**config.mk**
```make
export PLATFORM = sky130hd
export DESIGN_NAME = vpic_host
export DESIGN_NICKNAME = d
export VERILOG_FILES = /design/src/vpic_pkg.sv /design/src/vpic_sync.sv /design/src/vpic_tick.sv /design/src/vpic_host.sv
export SDC_FILE = /design/constraint.sdc
export NUM_CORES = 1
export LEC_CHECK = 0
export CAP_MARGIN = 0
export CORE_MARGIN = 4
export CORE_UTILIZATION = 55
export CTS_CLUSTER_DIAMETER = 30
export DETAILED_ROUTE_END_ITERATION = 8
export DONT_BUFFER_PORTS = 1
export GPL_ROUTABILITY_DRIVEN = 0
export HOLD_SLACK_MARGIN = 0.05
export PLACE_DENSITY = 0.7
export SLEW_MARGIN = 10
export SYNTH_ARGS = -nofsm -noshare
export SYNTH_HDL_FRONTEND = slang
export SYNTH_SLANG_ARGS = --single-unit
```
**constraint.sdc**
```tcl
create_clock -name clk -period 4.45 [get_ports clk]
set_clock_uncertainty 0.15 [all_clocks]
set_input_delay 0.2225 -clock clk [delete_from_list [all_inputs] [get_ports clk]]
set_output_delay 0.2225 -clock clk [all_outputs]
set_load 0.05 [all_outputs]
```
**src/vpic_pkg.sv**
```systemverilog
// constants, types and timing for the video preamp serial host controller
package vpic_pkg;

	// ------------------------------------------------------------
	// serial link constants
	// ------------------------------------------------------------
	localparam logic [6:0] DEV_ADDR   = 7'h6E;  // 1101110, write form DC
	localparam logic       DIR_WRITE  = 1'h0;   // read/write bit for a write
	localparam int         BYTE_BITS  = 8;      // data bits in a byte
	localparam logic [3:0] ACK_BIT    = 4'h8;   // ninth bit slot
	localparam logic [1:0] LAST_QTR   = 2'h3;   // last quarter of a bit

	// ------------------------------------------------------------
	// device register numbers and power-on values
	// ------------------------------------------------------------
	localparam int         NUM_DEV_REGS  = 12;     // registers 1 to 12
	localparam logic [3:0] REG_CONTRAST  = 4'h1;
	localparam logic [3:0] REG_BRIGHT    = 4'h2;
	localparam logic [3:0] REG_DRIVE_R   = 4'h3;
	localparam logic [3:0] REG_DRIVE_B   = 4'h5;
	localparam logic [3:0] REG_CLAMP     = 4'h8;
	localparam logic [3:0] REG_MODE      = 4'h9;
	localparam logic [7:0] RST_GAIN      = 8'hB4;  // 180 decimal
	localparam logic [7:0] RST_OTHER     = 8'h00;
	localparam int         CLAMP_ROUTE_B = 7;      // register 8 bit 7
	localparam int         MODE_B2       = 2;      // register 9 bits
	localparam int         MODE_B3       = 3;
	localparam int         MODE_B4       = 4;

	// ------------------------------------------------------------
	// software register map of the controller
	// ------------------------------------------------------------
	localparam int         SW_AW      = 5;
	localparam logic [4:0] A_CTRL     = 5'h10;  // go, mode, no blanking
	localparam logic [4:0] A_STATUS   = 5'h11;  // busy, nack sticky
	localparam logic [4:0] A_RANGE    = 5'h12;  // first and last register
	localparam int         CTRL_GO    = 0;
	localparam int         CTRL_MODE  = 1;      // two bits, 2:1
	localparam int         CTRL_NOBLK = 3;
	localparam int         STAT_BUSY  = 0;
	localparam int         STAT_NACK  = 1;
	localparam logic [7:0] RST_CTRL   = 8'h00;
	localparam logic [7:0] RST_RANGE  = 8'hC1;  // registers 1 to 12

	// ------------------------------------------------------------
	// timing: one quarter of a serial bit
	// ------------------------------------------------------------
	localparam int CLK_MHZ      = 250;
	localparam int QUARTER_NS   = 2500;         // 100 kHz bit rate
	localparam int QUARTER_CYC  = (QUARTER_NS * CLK_MHZ + 999) / 1000;

	// ------------------------------------------------------------
	// types
	// ------------------------------------------------------------
	typedef enum logic [1:0] {
		MODE_KEEP     = 2'h0,  // send register 9 as stored
		MODE_DC_PLAIN = 2'h1,
		MODE_AC_CUT   = 2'h2,
		MODE_DC_FB    = 2'h3
	} vpic_mode_e;

	typedef enum logic [3:0] {
		S_IDLE  = 4'h1,
		S_START = 4'h2,
		S_XFER  = 4'h4,
		S_STOP  = 4'h8
	} vpic_state_e;

	typedef enum logic [1:0] {
		K_ADDR = 2'h0,
		K_REG  = 2'h1,
		K_DATA = 2'h2
	} vpic_kind_e;

	typedef struct packed {
		logic [4:0] addr;
		logic [7:0] wdata;
		logic       wr;
		logic       rd;
	} vpic_bus_s;

	typedef struct packed {
		logic scl_low;  // pull clock line low
		logic sda_low;  // pull data line low
	} vpic_pins_s;

endpackage

```
**src/vpic_sync.sv**
```systemverilog
// two flip-flop synchroniser for inputs from outside the clock domain
`timescale 1ns/10ps
module vpic_sync #(
	parameter int W = 1
) (
	// clock, reset, enable
	input  wire logic         clk,
	input  wire logic         rst,
	input  wire logic         ce,
	// signals
	input  wire logic [W-1:0] d,
	output logic      [W-1:0] q
);

	logic [W-1:0] meta_reg;  // first stage, read only by q
	logic [W-1:0] meta_next;
	logic [W-1:0] q_next;

	// ------------------------------------------------------------
	// next values
	// ------------------------------------------------------------
	always_comb begin
		meta_next = ce ? d : meta_reg;
		q_next    = ce ? meta_reg : q;
	end

	// released lines idle high
	always_ff @(posedge clk or posedge rst) begin
		if (rst) begin
			meta_reg <= '1;
			q        <= '1;
		end else begin
			meta_reg <= meta_next;
			q        <= q_next;
		end
	end

endmodule // vpic_sync

```
**src/vpic_tick.sv**
```systemverilog
// divider giving one pulse per quarter of a serial bit
`timescale 1ns/10ps
module vpic_tick #(
	parameter int DIV = 625
) (
	// clock, reset, enable
	input  wire logic clk,
	input  wire logic rst,
	input  wire logic ce,
	// control
	input  wire logic run,
	output logic      tick
);

	localparam int CW = $clog2(DIV + 1);

	if (DIV < 2) begin : g_chk
		$error("vpic_tick: DIV must be at least 2");
	end

	logic [CW-1:0] cnt_reg;  // cycles within the quarter
	logic [CW-1:0] cnt_next;

	// ------------------------------------------------------------
	// count while running, restart when stopped
	// ------------------------------------------------------------
	always_comb begin
		tick     = run && (cnt_reg == CW'(DIV - 1));
		cnt_next = cnt_reg;
		if (ce) begin
			if (!run || tick) begin
				cnt_next = '0;
			end else begin
				cnt_next = cnt_reg + CW'(1);
			end
		end
	end

	always_ff @(posedge clk or posedge rst) begin
		if (rst) begin
			cnt_reg <= '0;
		end else begin
			cnt_reg <= cnt_next;
		end
	end

endmodule // vpic_tick

```
**src/vpic_host.sv**
```systemverilog
// serial bus master that programs the video preamp control registers
//
// The register offsets and strobed register access were decided locally.
`timescale 1ns/10ps
module vpic_host #(
	parameter int QUARTER = vpic_pkg::QUARTER_CYC
) (
	// clock, reset, enable
	input  wire logic              clk,
	input  wire logic              rst,
	input  wire logic              ce,
	// software register port
	input  wire vpic_pkg::vpic_bus_s bus,
	output logic             [7:0] rdata,
	// serial clock line, open drain
	input  wire logic              scl_in,
	output logic                   scl_out,
	output logic                   scl_oe,
	// serial data line, open drain
	input  wire logic              sda_in,
	output logic                   sda_out,
	output logic                   sda_oe
);

	if (QUARTER < 4) begin : g_chk
		$error("vpic_host: QUARTER too short for synchroniser delay");
	end

	// ------------------------------------------------------------
	// declarations
	// ------------------------------------------------------------
	logic [7:0]            shadow_reg [1:vpic_pkg::NUM_DEV_REGS];
	logic [7:0]            shadow_next[1:vpic_pkg::NUM_DEV_REGS];
	logic [7:0]            ctrl_reg;     // mode and no-blank option
	logic [7:0]            ctrl_next;
	logic [7:0]            range_reg;    // last in 7:4, first in 3:0
	logic [7:0]            range_next;
	logic                  nack_reg;     // sticky missing acknowledge
	logic                  nack_next;
	logic [7:0]            rdata_next;
	vpic_pkg::vpic_state_e state_reg;
	vpic_pkg::vpic_state_e state_next;
	vpic_pkg::vpic_kind_e  kind_reg;     // byte now on the wire
	vpic_pkg::vpic_kind_e  kind_next;
	logic [1:0]            qtr_reg;      // quarter within a bit
	logic [1:0]            qtr_next;
	logic [3:0]            bit_reg;      // 0-7 data, 8 acknowledge
	logic [3:0]            bit_next;
	logic [7:0]            shift_reg;    // outgoing byte
	logic [7:0]            shift_next;
	logic [3:0]            idx_reg;      // device register in flight
	logic [3:0]            idx_next;
	vpic_pkg::vpic_pins_s  pins_reg;
	vpic_pkg::vpic_pins_s  pins_next;
	logic [1:0]            line_s;       // synchronised scl, sda
	logic                  tick;
	logic                  stretched;    // device holds clock low
	logic                  adv;          // quarter completes
	logic                  go;
	logic                  nack_set;
	logic [3:0]            first_idx;
	logic [3:0]            last_idx;
	logic                  range_ok;

	// ------------------------------------------------------------
	// submodules
	// ------------------------------------------------------------
	vpic_sync #(
		.W (2)
	) u_sync (
		.clk (clk),
		.rst (rst),
		.ce  (ce),
		.d   ({scl_in, sda_in}),
		.q   (line_s)
	);

	vpic_tick #(
		.DIV (QUARTER)
	) u_tick (
		.clk  (clk),
		.rst  (rst),
		.ce   (ce),
		.run  (state_reg != vpic_pkg::S_IDLE),
		.tick (tick)
	);

	// ------------------------------------------------------------
	// helper functions
	// ------------------------------------------------------------
	// power-on value the device itself holds for a register
	function automatic logic [7:0] por_value(input int i);
		if (i == int'(vpic_pkg::REG_CONTRAST) ||
		    (i >= int'(vpic_pkg::REG_DRIVE_R) &&
		     i <= int'(vpic_pkg::REG_DRIVE_B))) begin
			return vpic_pkg::RST_GAIN;
		end
		return vpic_pkg::RST_OTHER;
	endfunction

	// data byte sent for a register, with mode and blanking overrides
	function automatic logic [7:0] out_value(input logic [3:0] i,
	                                         input logic [7:0] v,
	                                         input logic [7:0] c);
		logic [7:0] r;
		r = v;
		if (i == vpic_pkg::REG_MODE) begin
			unique case (vpic_pkg::vpic_mode_e'(c[2:1]))
				vpic_pkg::MODE_KEEP: begin
					r = v;
				end
				vpic_pkg::MODE_DC_PLAIN: begin
					r[vpic_pkg::MODE_B2] = 1'b1;
					r[vpic_pkg::MODE_B3] = 1'b0;
				end
				vpic_pkg::MODE_AC_CUT: begin
					r[vpic_pkg::MODE_B2] = 1'b1;
					r[vpic_pkg::MODE_B3] = 1'b1;
					r[vpic_pkg::MODE_B4] = 1'b1;
				end
				vpic_pkg::MODE_DC_FB: begin
					r[vpic_pkg::MODE_B2] = 1'b0;
					r[vpic_pkg::MODE_B4] = 1'b0;
				end
			endcase
		end
		if (c[vpic_pkg::CTRL_NOBLK]) begin
			if (i == vpic_pkg::REG_BRIGHT) begin
				r = 8'h00;
			end
			if (i == vpic_pkg::REG_CLAMP) begin
				r[vpic_pkg::CLAMP_ROUTE_B] = 1'b1;
			end
		end
		return r;
	endfunction

	// ------------------------------------------------------------
	// software register next values
	// ------------------------------------------------------------
	assign first_idx = range_reg[3:0];
	assign last_idx  = range_reg[7:4];
	assign range_ok  = (first_idx != 4'h0) && (first_idx <= last_idx) &&
	                   (last_idx <= 4'(vpic_pkg::NUM_DEV_REGS));
	assign go        = ce && bus.wr && (bus.addr == vpic_pkg::A_CTRL) &&
	                   bus.wdata[vpic_pkg::CTRL_GO] &&
	                   (state_reg == vpic_pkg::S_IDLE) && range_ok;

	always_comb begin
		shadow_next = shadow_reg;
		ctrl_next   = ctrl_reg;
		range_next  = range_reg;
		nack_next   = nack_reg;
		rdata_next  = rdata;
		if (ce) begin
			// writes; settings hold while a transfer runs
			if (bus.wr && state_reg == vpic_pkg::S_IDLE) begin
				for (int i = 1; i <= vpic_pkg::NUM_DEV_REGS; i++) begin
					if (bus.addr == 5'(i)) begin
						shadow_next[i] = bus.wdata;
					end
				end
				if (bus.addr == vpic_pkg::A_CTRL) begin
					ctrl_next = {4'h0, bus.wdata[3:1], 1'b0};
				end
				if (bus.addr == vpic_pkg::A_RANGE) begin
					range_next = bus.wdata;
				end
			end
			if (bus.wr && bus.addr == vpic_pkg::A_STATUS &&
			    bus.wdata[vpic_pkg::STAT_NACK]) begin
				nack_next = 1'b0;  // write one to clear
			end
			if (nack_set) begin
				nack_next = 1'b1;  // set wins over clear
			end
			// reads answer the cycle after the strobe
			rdata_next = 8'h00;
			if (bus.rd) begin
				for (int i = 1; i <= vpic_pkg::NUM_DEV_REGS; i++) begin
					if (bus.addr == 5'(i)) begin
						rdata_next = shadow_reg[i];
					end
				end
				if (bus.addr == vpic_pkg::A_CTRL) begin
					rdata_next = ctrl_reg;
				end
				if (bus.addr == vpic_pkg::A_STATUS) begin
					rdata_next = {6'h00, nack_reg,
					              state_reg != vpic_pkg::S_IDLE};
				end
				if (bus.addr == vpic_pkg::A_RANGE) begin
					rdata_next = range_reg;
				end
			end
		end
	end

	// software registers; shadow mirrors the device power-on state
	always_ff @(posedge clk or posedge rst) begin
		if (rst) begin
			for (int i = 1; i <= vpic_pkg::NUM_DEV_REGS; i++) begin
				shadow_reg[i] <= por_value(i);
			end
			ctrl_reg  <= vpic_pkg::RST_CTRL;
			range_reg <= vpic_pkg::RST_RANGE;
			nack_reg  <= 1'b0;
			rdata     <= 8'h00;
		end else begin
			shadow_reg <= shadow_next;
			ctrl_reg   <= ctrl_next;
			range_reg  <= range_next;
			nack_reg   <= nack_next;
			rdata      <= rdata_next;
		end
	end

	// ------------------------------------------------------------
	// serial sequencer next values
	// ------------------------------------------------------------
	// a released clock still read low means the device stretches it
	assign stretched = !pins_reg.scl_low && !line_s[1];
	assign adv       = ce && tick && !stretched;

	always_comb begin
		state_next = state_reg;
		kind_next  = kind_reg;
		qtr_next   = qtr_reg;
		bit_next   = bit_reg;
		shift_next = shift_reg;
		idx_next   = idx_reg;
		nack_set   = 1'b0;
		unique case (state_reg)
			vpic_pkg::S_IDLE: begin
				if (go) begin
					state_next = vpic_pkg::S_START;
					qtr_next   = 2'h0;
					kind_next  = vpic_pkg::K_ADDR;
					shift_next = {vpic_pkg::DEV_ADDR,
					              vpic_pkg::DIR_WRITE};
					idx_next   = first_idx;
				end
			end
			vpic_pkg::S_START: begin
				if (adv) begin
					qtr_next = qtr_reg + 2'h1;
					if (qtr_reg == vpic_pkg::LAST_QTR) begin
						state_next = vpic_pkg::S_XFER;
						bit_next   = 4'h0;
					end
				end
			end
			vpic_pkg::S_XFER: begin
				if (adv) begin
					qtr_next = qtr_reg + 2'h1;
					if (qtr_reg == vpic_pkg::LAST_QTR) begin
						if (bit_reg != vpic_pkg::ACK_BIT) begin
							bit_next   = bit_reg + 4'h1;
							shift_next = {shift_reg[6:0], 1'b0};
						end else if (line_s[0]) begin
							nack_set   = 1'b1;
							state_next = vpic_pkg::S_STOP;
						end else begin
							bit_next = 4'h0;
							unique case (kind_reg)
								vpic_pkg::K_ADDR: begin
									kind_next  = vpic_pkg::K_REG;
									shift_next = {4'h0, idx_reg};
								end
								vpic_pkg::K_REG: begin
									kind_next  = vpic_pkg::K_DATA;
									shift_next = out_value(idx_reg,
									                       shadow_reg[idx_reg],
									                       ctrl_reg);
								end
								default: begin
									if (idx_reg == last_idx) begin
										state_next = vpic_pkg::S_STOP;
									end else begin
										kind_next  = vpic_pkg::K_REG;
										idx_next   = idx_reg + 4'h1;
										shift_next = {4'h0, idx_reg + 4'h1};
									end
								end
							endcase
						end
					end
				end
			end
			vpic_pkg::S_STOP: begin
				if (adv) begin
					qtr_next = qtr_reg + 2'h1;
					if (qtr_reg == vpic_pkg::LAST_QTR) begin
						state_next = vpic_pkg::S_IDLE;
					end
				end
			end
			default: begin
				state_next = vpic_pkg::S_IDLE;
			end
		endcase
	end

	// ------------------------------------------------------------
	// pin drive, computed from the next sequencer position
	// ------------------------------------------------------------
	// within a byte, data only changes one quarter after the clock falls
	always_comb begin
		pins_next = pins_reg;
		if (ce) begin
			unique case (state_next)
				vpic_pkg::S_IDLE: begin
					pins_next = '{scl_low: 1'b0, sda_low: 1'b0};
				end
				vpic_pkg::S_START: begin
					pins_next.scl_low = 1'b0;
					pins_next.sda_low = qtr_next[1];  // start condition
				end
				vpic_pkg::S_XFER: begin
					pins_next.scl_low = !qtr_next[1];
					if (qtr_next != 2'h0) begin
						pins_next.sda_low = (bit_next != vpic_pkg::ACK_BIT) &&
						                    !shift_next[7];
					end
				end
				vpic_pkg::S_STOP: begin
					pins_next.scl_low = (qtr_next == 2'h0) ||
					                    (qtr_next == 2'h1);
					if (qtr_next != 2'h0) begin
						pins_next.sda_low = (qtr_next != vpic_pkg::LAST_QTR);
					end
				end
				default: begin
					pins_next = '{scl_low: 1'b0, sda_low: 1'b0};
				end
			endcase
		end
	end

	// sequencer and pin registers
	always_ff @(posedge clk or posedge rst) begin
		if (rst) begin
			state_reg <= vpic_pkg::S_IDLE;
			kind_reg  <= vpic_pkg::K_ADDR;
			qtr_reg   <= 2'h0;
			bit_reg   <= 4'h0;
			shift_reg <= 8'h00;
			idx_reg   <= 4'h0;
			pins_reg  <= '{scl_low: 1'b0, sda_low: 1'b0};
		end else if (ce) begin
			state_reg <= state_next;
			kind_reg  <= kind_next;
			qtr_reg   <= qtr_next;
			bit_reg   <= bit_next;
			shift_reg <= shift_next;
			idx_reg   <= idx_next;
			pins_reg  <= pins_next;
		end
	end

	// ------------------------------------------------------------
	// open-drain outputs
	// ------------------------------------------------------------
	assign scl_out = 1'b0;
	assign scl_oe  = pins_reg.scl_low;
	assign sda_out = 1'b0;
	assign sda_oe  = pins_reg.sda_low;

endmodule // vpic_host

```
# Yosys cells after proc, flatten, opt, wreduce, memory -nomap -nowiden
# Cells that the tools add are included.
# W data, S select, Z words.
# word_totals
reg_bits,156
in_bits,20
out_inout_bits,12
wordCells,220
# classes
addsub,4
magnitude_cmp,3
eq_ne,49
mux,83
n_bitwise,1
reduce_logical,52
# op_table
cell,n
$mux W8,26
$mux W4,24
$reduce_and A3 Y1,15
$bmux W8 S4,1
$pmux W8 S2,2
$eq A5 B4 Y1 const B,5
$eq A5 B3 Y1 const B,4
$ne A2 B2 Y1 const B,10
$eq A4 B4 Y1 const B,4
$mux W2,8
$pmux W4 S2,2
$pmux W4 S4,1
$eq A5 B5 Y1 const B,3
$logic_and A1 B1 Y1,15
$eq A4 B2 Y1 const B,3
$ne A4 B4 Y1 const B,3
$pmux W2 S2,3
$add A10 B1 Y10 const B,1
$eq A10 B10 Y1 const B,1
$eq A5 B2 Y1 const B,2
$mux W1,10
$mux W10,1
$reduce_and A9 Y1,1
$add A4 B1 Y4 const B,2
other kinds (28),45

# Logic depth before layout (Yosys ltp)
# Gate-level depths: netlist (run 1).
# logic_depth
ltp_word,19
depth_mapped,11

# Cells and area by module
# Synthesis (run 1) repeated with hierarchy kept, for this count alone.
# unflattened
cells_unflattened,853
hier_area_um2,9080.0
# by_module_without_submodules
module,n_inst,cells_each,area_each_um2,seq_area_each_um2
vpic_host,1,786,8333.0,3578.4
vpic_tick,1,58,593.1,250.2
vpic_sync,1,9,153.9,105.1

# Worst setup path after synthesis (run 1)
# OpenSTA, ideal clock, no wires.
# synth_path
path_type,register to register
from,register idx_reg[0]
to,register pins_reg (netlist bit sda_oe)
setup_ns,0.080
arrival_ns,2.430
path_slack_ns,1.790
stages_incl_launch_ff,12
period_less_slack_ns,2.660
path_cell_list,dfrtp_1 -> buf_2 -> buf_2 -> inv_1 -> ha_1 -> or4bb_1 -> nand2_1 -> nor4_1 -> a211oi_1 -> a2bb2oi_1 -> nand4_1 -> o211ai_2
# synth_via
elab_chain_cells,17
word_cells_on_any_way,34
cone_classes,eq/ne: 8; mux: 22; bitwise: 1; reduce/logical: 3
# synth_rtl
element,line,source
start: declaration,vpic_host.sv:51,logic [3:0] idx_reg;
start signal: assignment,vpic_host.sv:356,idx_reg <= idx_next;
$not A4 Y5 (implied by the code),vpic_host.sv:273,"shadow_reg[idx_reg],"
$bmux W8 S4,vpic_host.sv:273,
$mux W8 (implied by the code) (2 in series),vpic_host.sv:273,
$mux W8,vpic_host.sv:128,if (i == vpic_pkg::REG_BRIGHT) begin
$mux W1,vpic_host.sv:131,if (i == vpic_pkg::REG_CLAMP) begin
$mux W8,vpic_host.sv:127,if (c[vpic_pkg::CTRL_NOBLK]) begin
$pmux W8 S2,vpic_host.sv:265,unique case (kind_reg)
$mux W8,vpic_host.sv:260,end else if (line_s[0]) begin
$mux W8,vpic_host.sv:257,if (bit_reg != vpic_pkg::ACK_BIT) begin
$mux W8,vpic_host.sv:256,if (qtr_reg == vpic_pkg::LAST_QTR) begin
$mux W8,vpic_host.sv:254,if (adv) begin
$pmux W8 S2,vpic_host.sv:233,unique case (state_reg)
$logic_not A1 Y1,vpic_host.sv:323,!shift_next[7];
$logic_and A1 B1 Y1,vpic_host.sv:322,pins_next.sda_low = (bit_next != vpic_pkg::ACK_BIT) &&
$mux W1,vpic_host.sv:321,if (qtr_next != 2'h0) begin
$pmux W2 S3,vpic_host.sv:311,unique case (state_next)
end signal: assignment,vpic_host.sv:349,"pins_reg <= '{scl_low: 1'b0, sda_low: 1'b0};"
end signal: assignment,vpic_host.sv:357,pins_reg <= pins_next;
end: declaration,vpic_host.sv:53,vpic_pkg::vpic_pins_s pins_reg;
# Parallel ways exist; a longest one is shown, timed or not. The select of a mux whose other input is x is not followed.
# A chain may end at the register's enable or synchronous reset.

# Worst setup path after layout (run 1)
# layout_path
from,register state_reg[0]
to,register shadow_reg[34] (netlist name)
# layout_via
elab_chain_cells,3
# layout_rtl
element,line,source
start: declaration,vpic_host.sv:41,vpic_pkg::vpic_state_e state_reg;
start signal: assignment,vpic_host.sv:343,state_reg <= vpic_pkg::S_IDLE;
start signal: assignment,vpic_host.sv:351,state_reg <= state_next;
$eq A4 B1 Y1,vpic_host.sv:157,if (bus.wr && state_reg == vpic_pkg::S_IDLE) begin
$logic_and A1 B1 Y1,vpic_host.sv:157,
$reduce_and A3 Y1 (no source line),n/a,
end signal: indexed assignment,vpic_host.sv:203,shadow_reg[i] <= por_value(i);
end signal: assignment,vpic_host.sv:210,shadow_reg <= shadow_next;
end: declaration,vpic_host.sv:32,logic [7:0] shadow_reg [1:vpic_pkg::NUM_DEV_REGS];
# Every way passes these cells.

==> metrics, run 1 <==
result of the run complete, no violations; Post-CTS Setup Inserts 0; global route overflow 0; endpoint class of the critical path register; Tightest Hold Check Type in -> reg; number of warning messages in the yosys log 0; Power Density 361.3 nW/um2; cell area after layout between 9000 and 10000 um2; layout overhead on the synthesized area 10.43%; Final Hold Violating Endpoints 0; via-per-instance ratio 6.986; Critical Path Slowest Stage Cell sky130_fd_sc_hd__dlygate4sd3_1; Placeable Area 16000 um2; Setup Viol. Count Final 0; critical path's largest stage delay 0.85 ns; H-tree lvl count 4; CTS tree built; setup repair after global routing missed its margin no; transition time at the pin with the least slew margin 1.063 ns; insertion delay of the later-clocked pin in the worst-skew pair 0.44 ns; largest buffer count on any clock path 2; Top Family by Delay on Critical Path simple AND/OR/NAND/NOR gates; Async S/R FF share, synth 100.0%; Final min period 3.255 ns; number of flip-flops under the largest register name 96; wire length of the first global-routing pass 42.37 mm; maximum number of pins on one net before global-route repair 58; Std-Cell Rows 46; diodes inserted 0; filler instances between 1000 and 1500; Seq/Total Area, Yosys 43.47%; cell leakage power 4.301 nW; clock root buffer sky130_fd_sc_hd__clkbuf_16; Post-Place Cell Area 9176 um2; sum of internal, switching and leakage power 3.610 mW; timing-limited maximum frequency between 0.3 and 0.4 GHz; pre-CTS worst setup slack 1.314 ns; required time worst endpoint between 4 and 5 ns; critical path start-end classification reg -> reg; Routed WL 26.60 mm; accumulated negative setup slack 0 ns; final net count between 800 and 900; mean post-synth cell area 10.61 um2; die area ~19000 um2; routed length per instance around 25 um; final-layout worst hold slack 0.06634 ns; height of the die about 140 um; post-route DRC violation count 0; worst rel slew slack 28.72%; vias post-DR about 7600; DR pass1 iterations 5; vias in the first global route 7405; number of enable flip-flop cells after synthesis 0; cts bufs inserted 17; antenna-violating nets left 0; gr usage total approximately 30%; post-layout worst setup margin between 1 and 1.5 ns; max-slew violation count 0; number of distinct library cells after synthesis 83; Cells after DPL 1027; cell-by-cell trace of the critical path nor4b_4 > nand3_1 > nor4_2 > dlygate4sd3_1 > mux2_2; VDD IR-drop max ~0.33 mV; arrival time reported for the critical path endpoint 3.42 ns; clock net sink count 156; Iter 0 DRT Violations 773; most common cell after layout, fill and taps aside sky130_fd_sc_hd__dfrtp_1; initial standard-cell utilization of the core 56.55%; Crit Path Max Fanout 11; most instantiated flip-flop cell in the synthesis netlist sky130_fd_sc_hd__dfrtp_1; count of maximum capacitance violations 0; instance count of the mapped netlist 853; number of antenna violations at the first check in global routing 1; number of buffers and inverters on the critical path 1; fraction of layout cells with a size suffix above 1 a little over a quarter; Worst setup SP type register; final critical-path share of the clock period 73.15%; Die Span X approximately 140 um; Finished Layout Cells 1082; IO buf count 0; number of storage elements in the synthesis netlist 156; Reg clk slew, reported paths 0.06 ns; Cell Area, Synth 9049 um2; most frequent cells in the layout 132 x sky130_fd_sc_hd__dfrtp_1, 122 x sky130_fd_sc_hd__mux2_2, 69 x sky130_fd_sc_hd__nand2_1; post-layout utilization of the core 62.45%; I/O pins 32; HPWL Detailed 17.89 mm
[layer usage]
metal,vias up,part of all wire [%],GRT usage (%)
met3,116,10,9.067
met5,-,0.049,0
met4,2,4.3,12.49
met1,3759,38,38.64
li1,3172,-,-
met2,510,47,47.03
[final timing paths]
check | start | end | slack [ns] | cells past startpoint
hold reg to reg | shift_reg[7] | shift_reg[7] | 0.35 | 2
hold / removal | bus[11] | rdata[1] | 0.07 | 3
setup / recovery | state_reg[0] | shadow_reg[34] | 1.19 | 5
max in group asynchronous | rst | bit_reg[1] | 2.55 | 3
setup reg to reg | state_reg[0] | shadow_reg[34] | 1.19 | 5
min in group asynchronous | rst | shadow_reg[48] | 0.34 | 2
[power breakdown]
group / total, mW / switching (mW) / internal (mW) / leakage [nW]
sequential: 1.69 / 0.135 / 1.56 / 2.03
clock: 1.47 / 0.581 / 0.885 / 0.285
combinational: 0.451 / 0.236 / 0.215 / 1.99
total: 3.61 / 0.952 / 2.66 / 4.30
[Yosys cell counts, types with 6 or more instances]
cell type	count	area share [%]
sky130_fd_sc_hd__o21ai_0	60	3.3
sky130_fd_sc_hd__mux2i_1	8	0.88
sky130_fd_sc_hd__inv_1	25	1.0
sky130_fd_sc_hd__xor2_1	7	0.68
sky130_fd_sc_hd__ha_1	15	2.1
sky130_fd_sc_hd__dfrtp_1	132	37
sky130_fd_sc_hd__o22ai_1	8	0.55
sky130_fd_sc_hd__nand4_1	6	0.41
sky130_fd_sc_hd__dfstp_2	24	7.0
sky130_fd_sc_hd__nor2_1	39	1.6
sky130_fd_sc_hd__a21o_1	7	0.58
sky130_fd_sc_hd__nand2_1	69	2.9
sky130_fd_sc_hd__nand3_1	25	1.4
sky130_fd_sc_hd__buf_1	7	0.29
sky130_fd_sc_hd__nor3_2	6	0.66
sky130_fd_sc_hd__a22oi_1	17	1.4
sky130_fd_sc_hd__a31oi_1	8	0.55
sky130_fd_sc_hd__buf_2	17	0.94
sky130_fd_sc_hd__a21oi_1	37	2.0
sky130_fd_sc_hd__nand2b_1	12	0.83
sky130_fd_sc_hd__clkbuf_1	27	1.1
sky130_fd_sc_hd__nor2b_1	12	0.83
sky130_fd_sc_hd__mux2_2	122	15
sky130_fd_sc_hd__nor3_1	14	0.77
sky130_fd_sc_hd__a221oi_1	10	0.97
sky130_fd_sc_hd__o31ai_1	11	0.91
sky130_fd_sc_hd__mux4_2	16	4.0
[worst min-delay path: cells and delay by family]
kind,cells,cell delay [ns]
AOI/OAI and AO/OA,3,0.38
[logic make-up after synthesis]
logic type	count (synthesis)	synth area share (%)
simple gates	236	14.23
compound gates	209	15.46
flops	156	43.47
mux	146	20.05
buf+inv	81	3.803
fa+ha+maj	15	2.074
xor+xnor	9	0.8712
other cells	1	0.04144
[cell type report]
class,count,area [um2],share of cell area (%)
Clock inverter,6,86.33,0.8640
Clock buffer,26,499.2,4.996
Inverter,26,101.3,1.014
Tap cell,216,270.3,2.705
Multi-Input combinational cell,617,4781,47.85
Sequential cell,156,3934,39.37
Timing Repair Buffer,35,320.3,3.206
[repair_timing]
action | 4_1_cts | 5_1_grt
resized for setup | 0 | 0
hold buffers | 23 | 0
endpoints found under the hold margin | 176 | 0
Note: power is estimated with default switching activity, not from simulation.
==> run 2, diff against run 1 <==
--- a/config.mk
+++ b/config.mk
@@ -5,6 +5,7 @@
 export SDC_FILE = /design/constraint.sdc
 export NUM_CORES = 1
 export LEC_CHECK = 0
+export ABC_AREA = 1
 export CAP_MARGIN = 0
 export CORE_MARGIN = 4
 export CORE_UTILIZATION = 55
==> constraint.sdc (replaced) <==
create_clock -name clk -period 2.8 [get_ports clk]
set_clock_uncertainty 0.15 [all_clocks]
set_input_delay 0.14 -clock clk [delete_from_list [all_inputs] [get_ports clk]]
set_output_delay 0.14 -clock clk [all_outputs]
set_load 0.05 [all_outputs]
==> metrics, run 2 <==
gr usage total 29.96%; Die Span X ~140 um; arrival time reported for the critical path endpoint between 2 and 3 ns; clock root buffer sky130_fd_sc_hd__clkbuf_16; max-slew violation count 0; Post-Place Cell Area 9216 um2; number of enable flip-flop cells after synthesis 0; vias post-DR 8371; count of maximum capacitance violations 0; I/O pins 32; worst-case register-to-register setup slack 0.25 ns; setup repair after global routing missed its margin no; timing-limited maximum frequency 0.3758 GHz; antenna-violating nets left 0; Routed WL between 20 and 30 mm; Final min period 2.661 ns; number of storage elements in the synthesis netlist 156; accumulated negative setup slack 0 ns; final critical-path share of the clock period 95.05%; wire length of the first global-routing pass 42.68 mm; worst rel slew slack 38.27%; Cell Area, Synth 8896 um2; Reg clk slew, reported paths 0.06 ns; final-layout worst hold slack approximately 0.061 ns; Std-Cell Rows 46; end of the worst hold path shadow_reg[6]; multi-input combinational cell area about 4300 um2; cell area after layout 10050 um2; sum of internal, switching and leakage power 7.306 mW; Setup Viol. Count Final 0; global route overflow 0; endpoint class of the critical path register; Power Density 727.2 nW/um2; most common cell after layout, fill and taps aside sky130_fd_sc_hd__nand2_1; final net count 1277; worst reg2reg startpoint u_tick.cnt_reg[0]; Crit Path Max Fanout 9; HPWL Detailed 18.72 mm; vias in the first global route about 7800; filler instances 1475; cell leakage power 4.635 nW; diodes inserted 0; Placeable Area 15890 um2; main area contributors after synthesis sky130_fd_sc_hd__dfrtp_1 37%, sky130_fd_sc_hd__nand2_1 17%, sky130_fd_sc_hd__o21ai_0 9.6%; routed length per instance 18.04 um; fraction of layout cells with a size suffix above 1 9.562%; layout overhead on the synthesized area 12.94%; instance count of the mapped netlist ~1200; insertion delay of the later-clocked pin in the worst-skew pair 0.43 ns; number of flip-flops under the largest register name 96; mean post-synth cell area 7.298 um2; required time worst endpoint 3.02 ns; depth of the worst hold-timing path 2; die area 18270 um2; Final Hold Violating Endpoints 0; most instantiated library cell after synthesis sky130_fd_sc_hd__nand2_1; result of the run complete, no violations; most instantiated flip-flop cell in the synthesis netlist sky130_fd_sc_hd__dfrtp_1; Post-CTS Setup Inserts 0; combined flip-flop and latch cell area 3934 um2; cell type with the largest total area after synthesis sky130_fd_sc_hd__dfrtp_1; cts bufs inserted 17; Crit Reg-Reg Endpoint sda_oe; transition time at the pin with the least slew margin 0.9259 ns; VDD IR-drop max ~0.5 mV; Synth top area share 37.13%; post-route DRC violation count 0; clock net sink count 156; critical path start-end classification in -> reg; cell types with the highest counts after synthesis 411 x sky130_fd_sc_hd__nand2_1, 171 x sky130_fd_sc_hd__o21ai_0, 132 x sky130_fd_sc_hd__dfrtp_1; number of warning messages in the yosys log 0; IO buf count 0; Finished Layout Cells 1471; CTS tree built; maximum number of pins on one net before global-route repair 157; Worst setup SP type input port; Hold Path Origin bus[8]; Cells after DPL roughly 1400; Iter 0 DRT Violations approximately 1000; cell count of the worst reg-to-reg path 14; initial standard-cell utilization of the core 56.00%; height of the die about 140 um; most frequent cells in the layout 411 x sky130_fd_sc_hd__nand2_1, 171 x sky130_fd_sc_hd__o21ai_0, 132 x sky130_fd_sc_hd__dfrtp_1; Seq/Total Area, Yosys around 44%; largest buffer count on any clock path 2; Tightest Hold Check Type in -> reg; H-tree lvl count 4; number of distinct library cells after synthesis 53; Async S/R FF share, synth between 90% and 100%; DR pass1 iterations 5; via-per-instance ratio 5.691; number of antenna violations at the first check in global routing 0
## run 2: power by group
group	internal (mW)	switching, mW	total [mW]
clock	1.59	0.941	2.53
combinational	0.628	1.24	1.87
sequential	2.57	0.336	2.91
## run 2: cells by family (layout without fill, tap and decap cells)
group / Yosys count / in the layout / synth area share [%]
buffers and inverters: 165 / 200 / 7.257
AND/OR/NAND/NOR: 609 / 609 / 28.97
other: 1 / 2 / 0.04215
multiplexers: 2 / 2 / 0.2250
flip-flops: 156 / 156 / 44.22
adder cells (fa/ha/maj): 15 / 15 / 2.110
AO/OA/AOI/OAI: 260 / 260 / 16.09
XOR/XNOR: 11 / 11 / 1.083
## run 2: through the flow
| step | worst slack, ns | util [%] |
|---|---|---|
| CTS | 0.1842 | 63.22 |
| finish | 0.1387 | 63.25 |
| detailed placement | 0.3357 | 58.02 |
| global placement | 0.3840 | 58.02 |
| floorplan | 0.5567 | - |
| global route | 0.001722 | 63.25 |
## run 2: timing repair
item | 4_1_cts | 5_1_grt
hold endpoints to repair | 181 | 0
hold buffers | 19 | 0
resized for setup | 0 | 2
endpoints found under the setup margin | 0 | 5
## run 2: routing by layer
metal | vias up | global-route usage (%) | part of all wire, %
met5 | - | 0 | 0
met4 | 0 | 10.36 | 2.8
met3 | 69 | 6.389 | 8.2
met2 | 393 | 46.27 | 46
met1 | 3881 | 42.18 | 44
li1 | 4028 | - | -
## run 2: critical path, stage by stage
cell and delay, ns:
sky130_fd_sc_hd__dlygate4sd3_1 0.60, sky130_fd_sc_hd__inv_2 0.15, sky130_fd_sc_hd__nand3_1 0.17, sky130_fd_sc_hd__nor2_1 0.53, sky130_fd_sc_hd__nand2_1 0.11, sky130_fd_sc_hd__nand4_1 0.14
sky130_fd_sc_hd__a21oi_1 0.07, sky130_fd_sc_hd__nand4_1 0.11, sky130_fd_sc_hd__nand2_1 0.06, sky130_fd_sc_hd__nand2_1 0.11, sky130_fd_sc_hd__nand2_1 0.08, sky130_fd_sc_hd__dlygate4sd3_1 0.55
sky130_fd_sc_hd__nand2_1 0.05
## run 2: cell type report
cell class | count | share of cell area, %
Multi-Input combinational cell | 899 | 43.03
Clock inverter | 10 | 1.905
Sequential cell | 156 | 39.15
Clock buffer | 22 | 4.421
Tap cell | 216 | 2.690
Inverter | 118 | 4.446
Timing Repair Buffer | 50 | 4.359
## run 2: worst max path at each step
stage,depth (start not counted),slack (ns),end,from
floorplan,1,0.56,bit_reg[0],rst
global placement,14,0.38,sda_oe,u_tick.cnt_reg[0]
detailed placement,14,0.34,sda_oe,u_tick.cnt_reg[0]
CTS,11,0.18,idx_reg[0],ce
global route,15,0.002,sda_oe,u_tick.cnt_reg[1]
finish,13,0.14,rdata[1],bus[14]
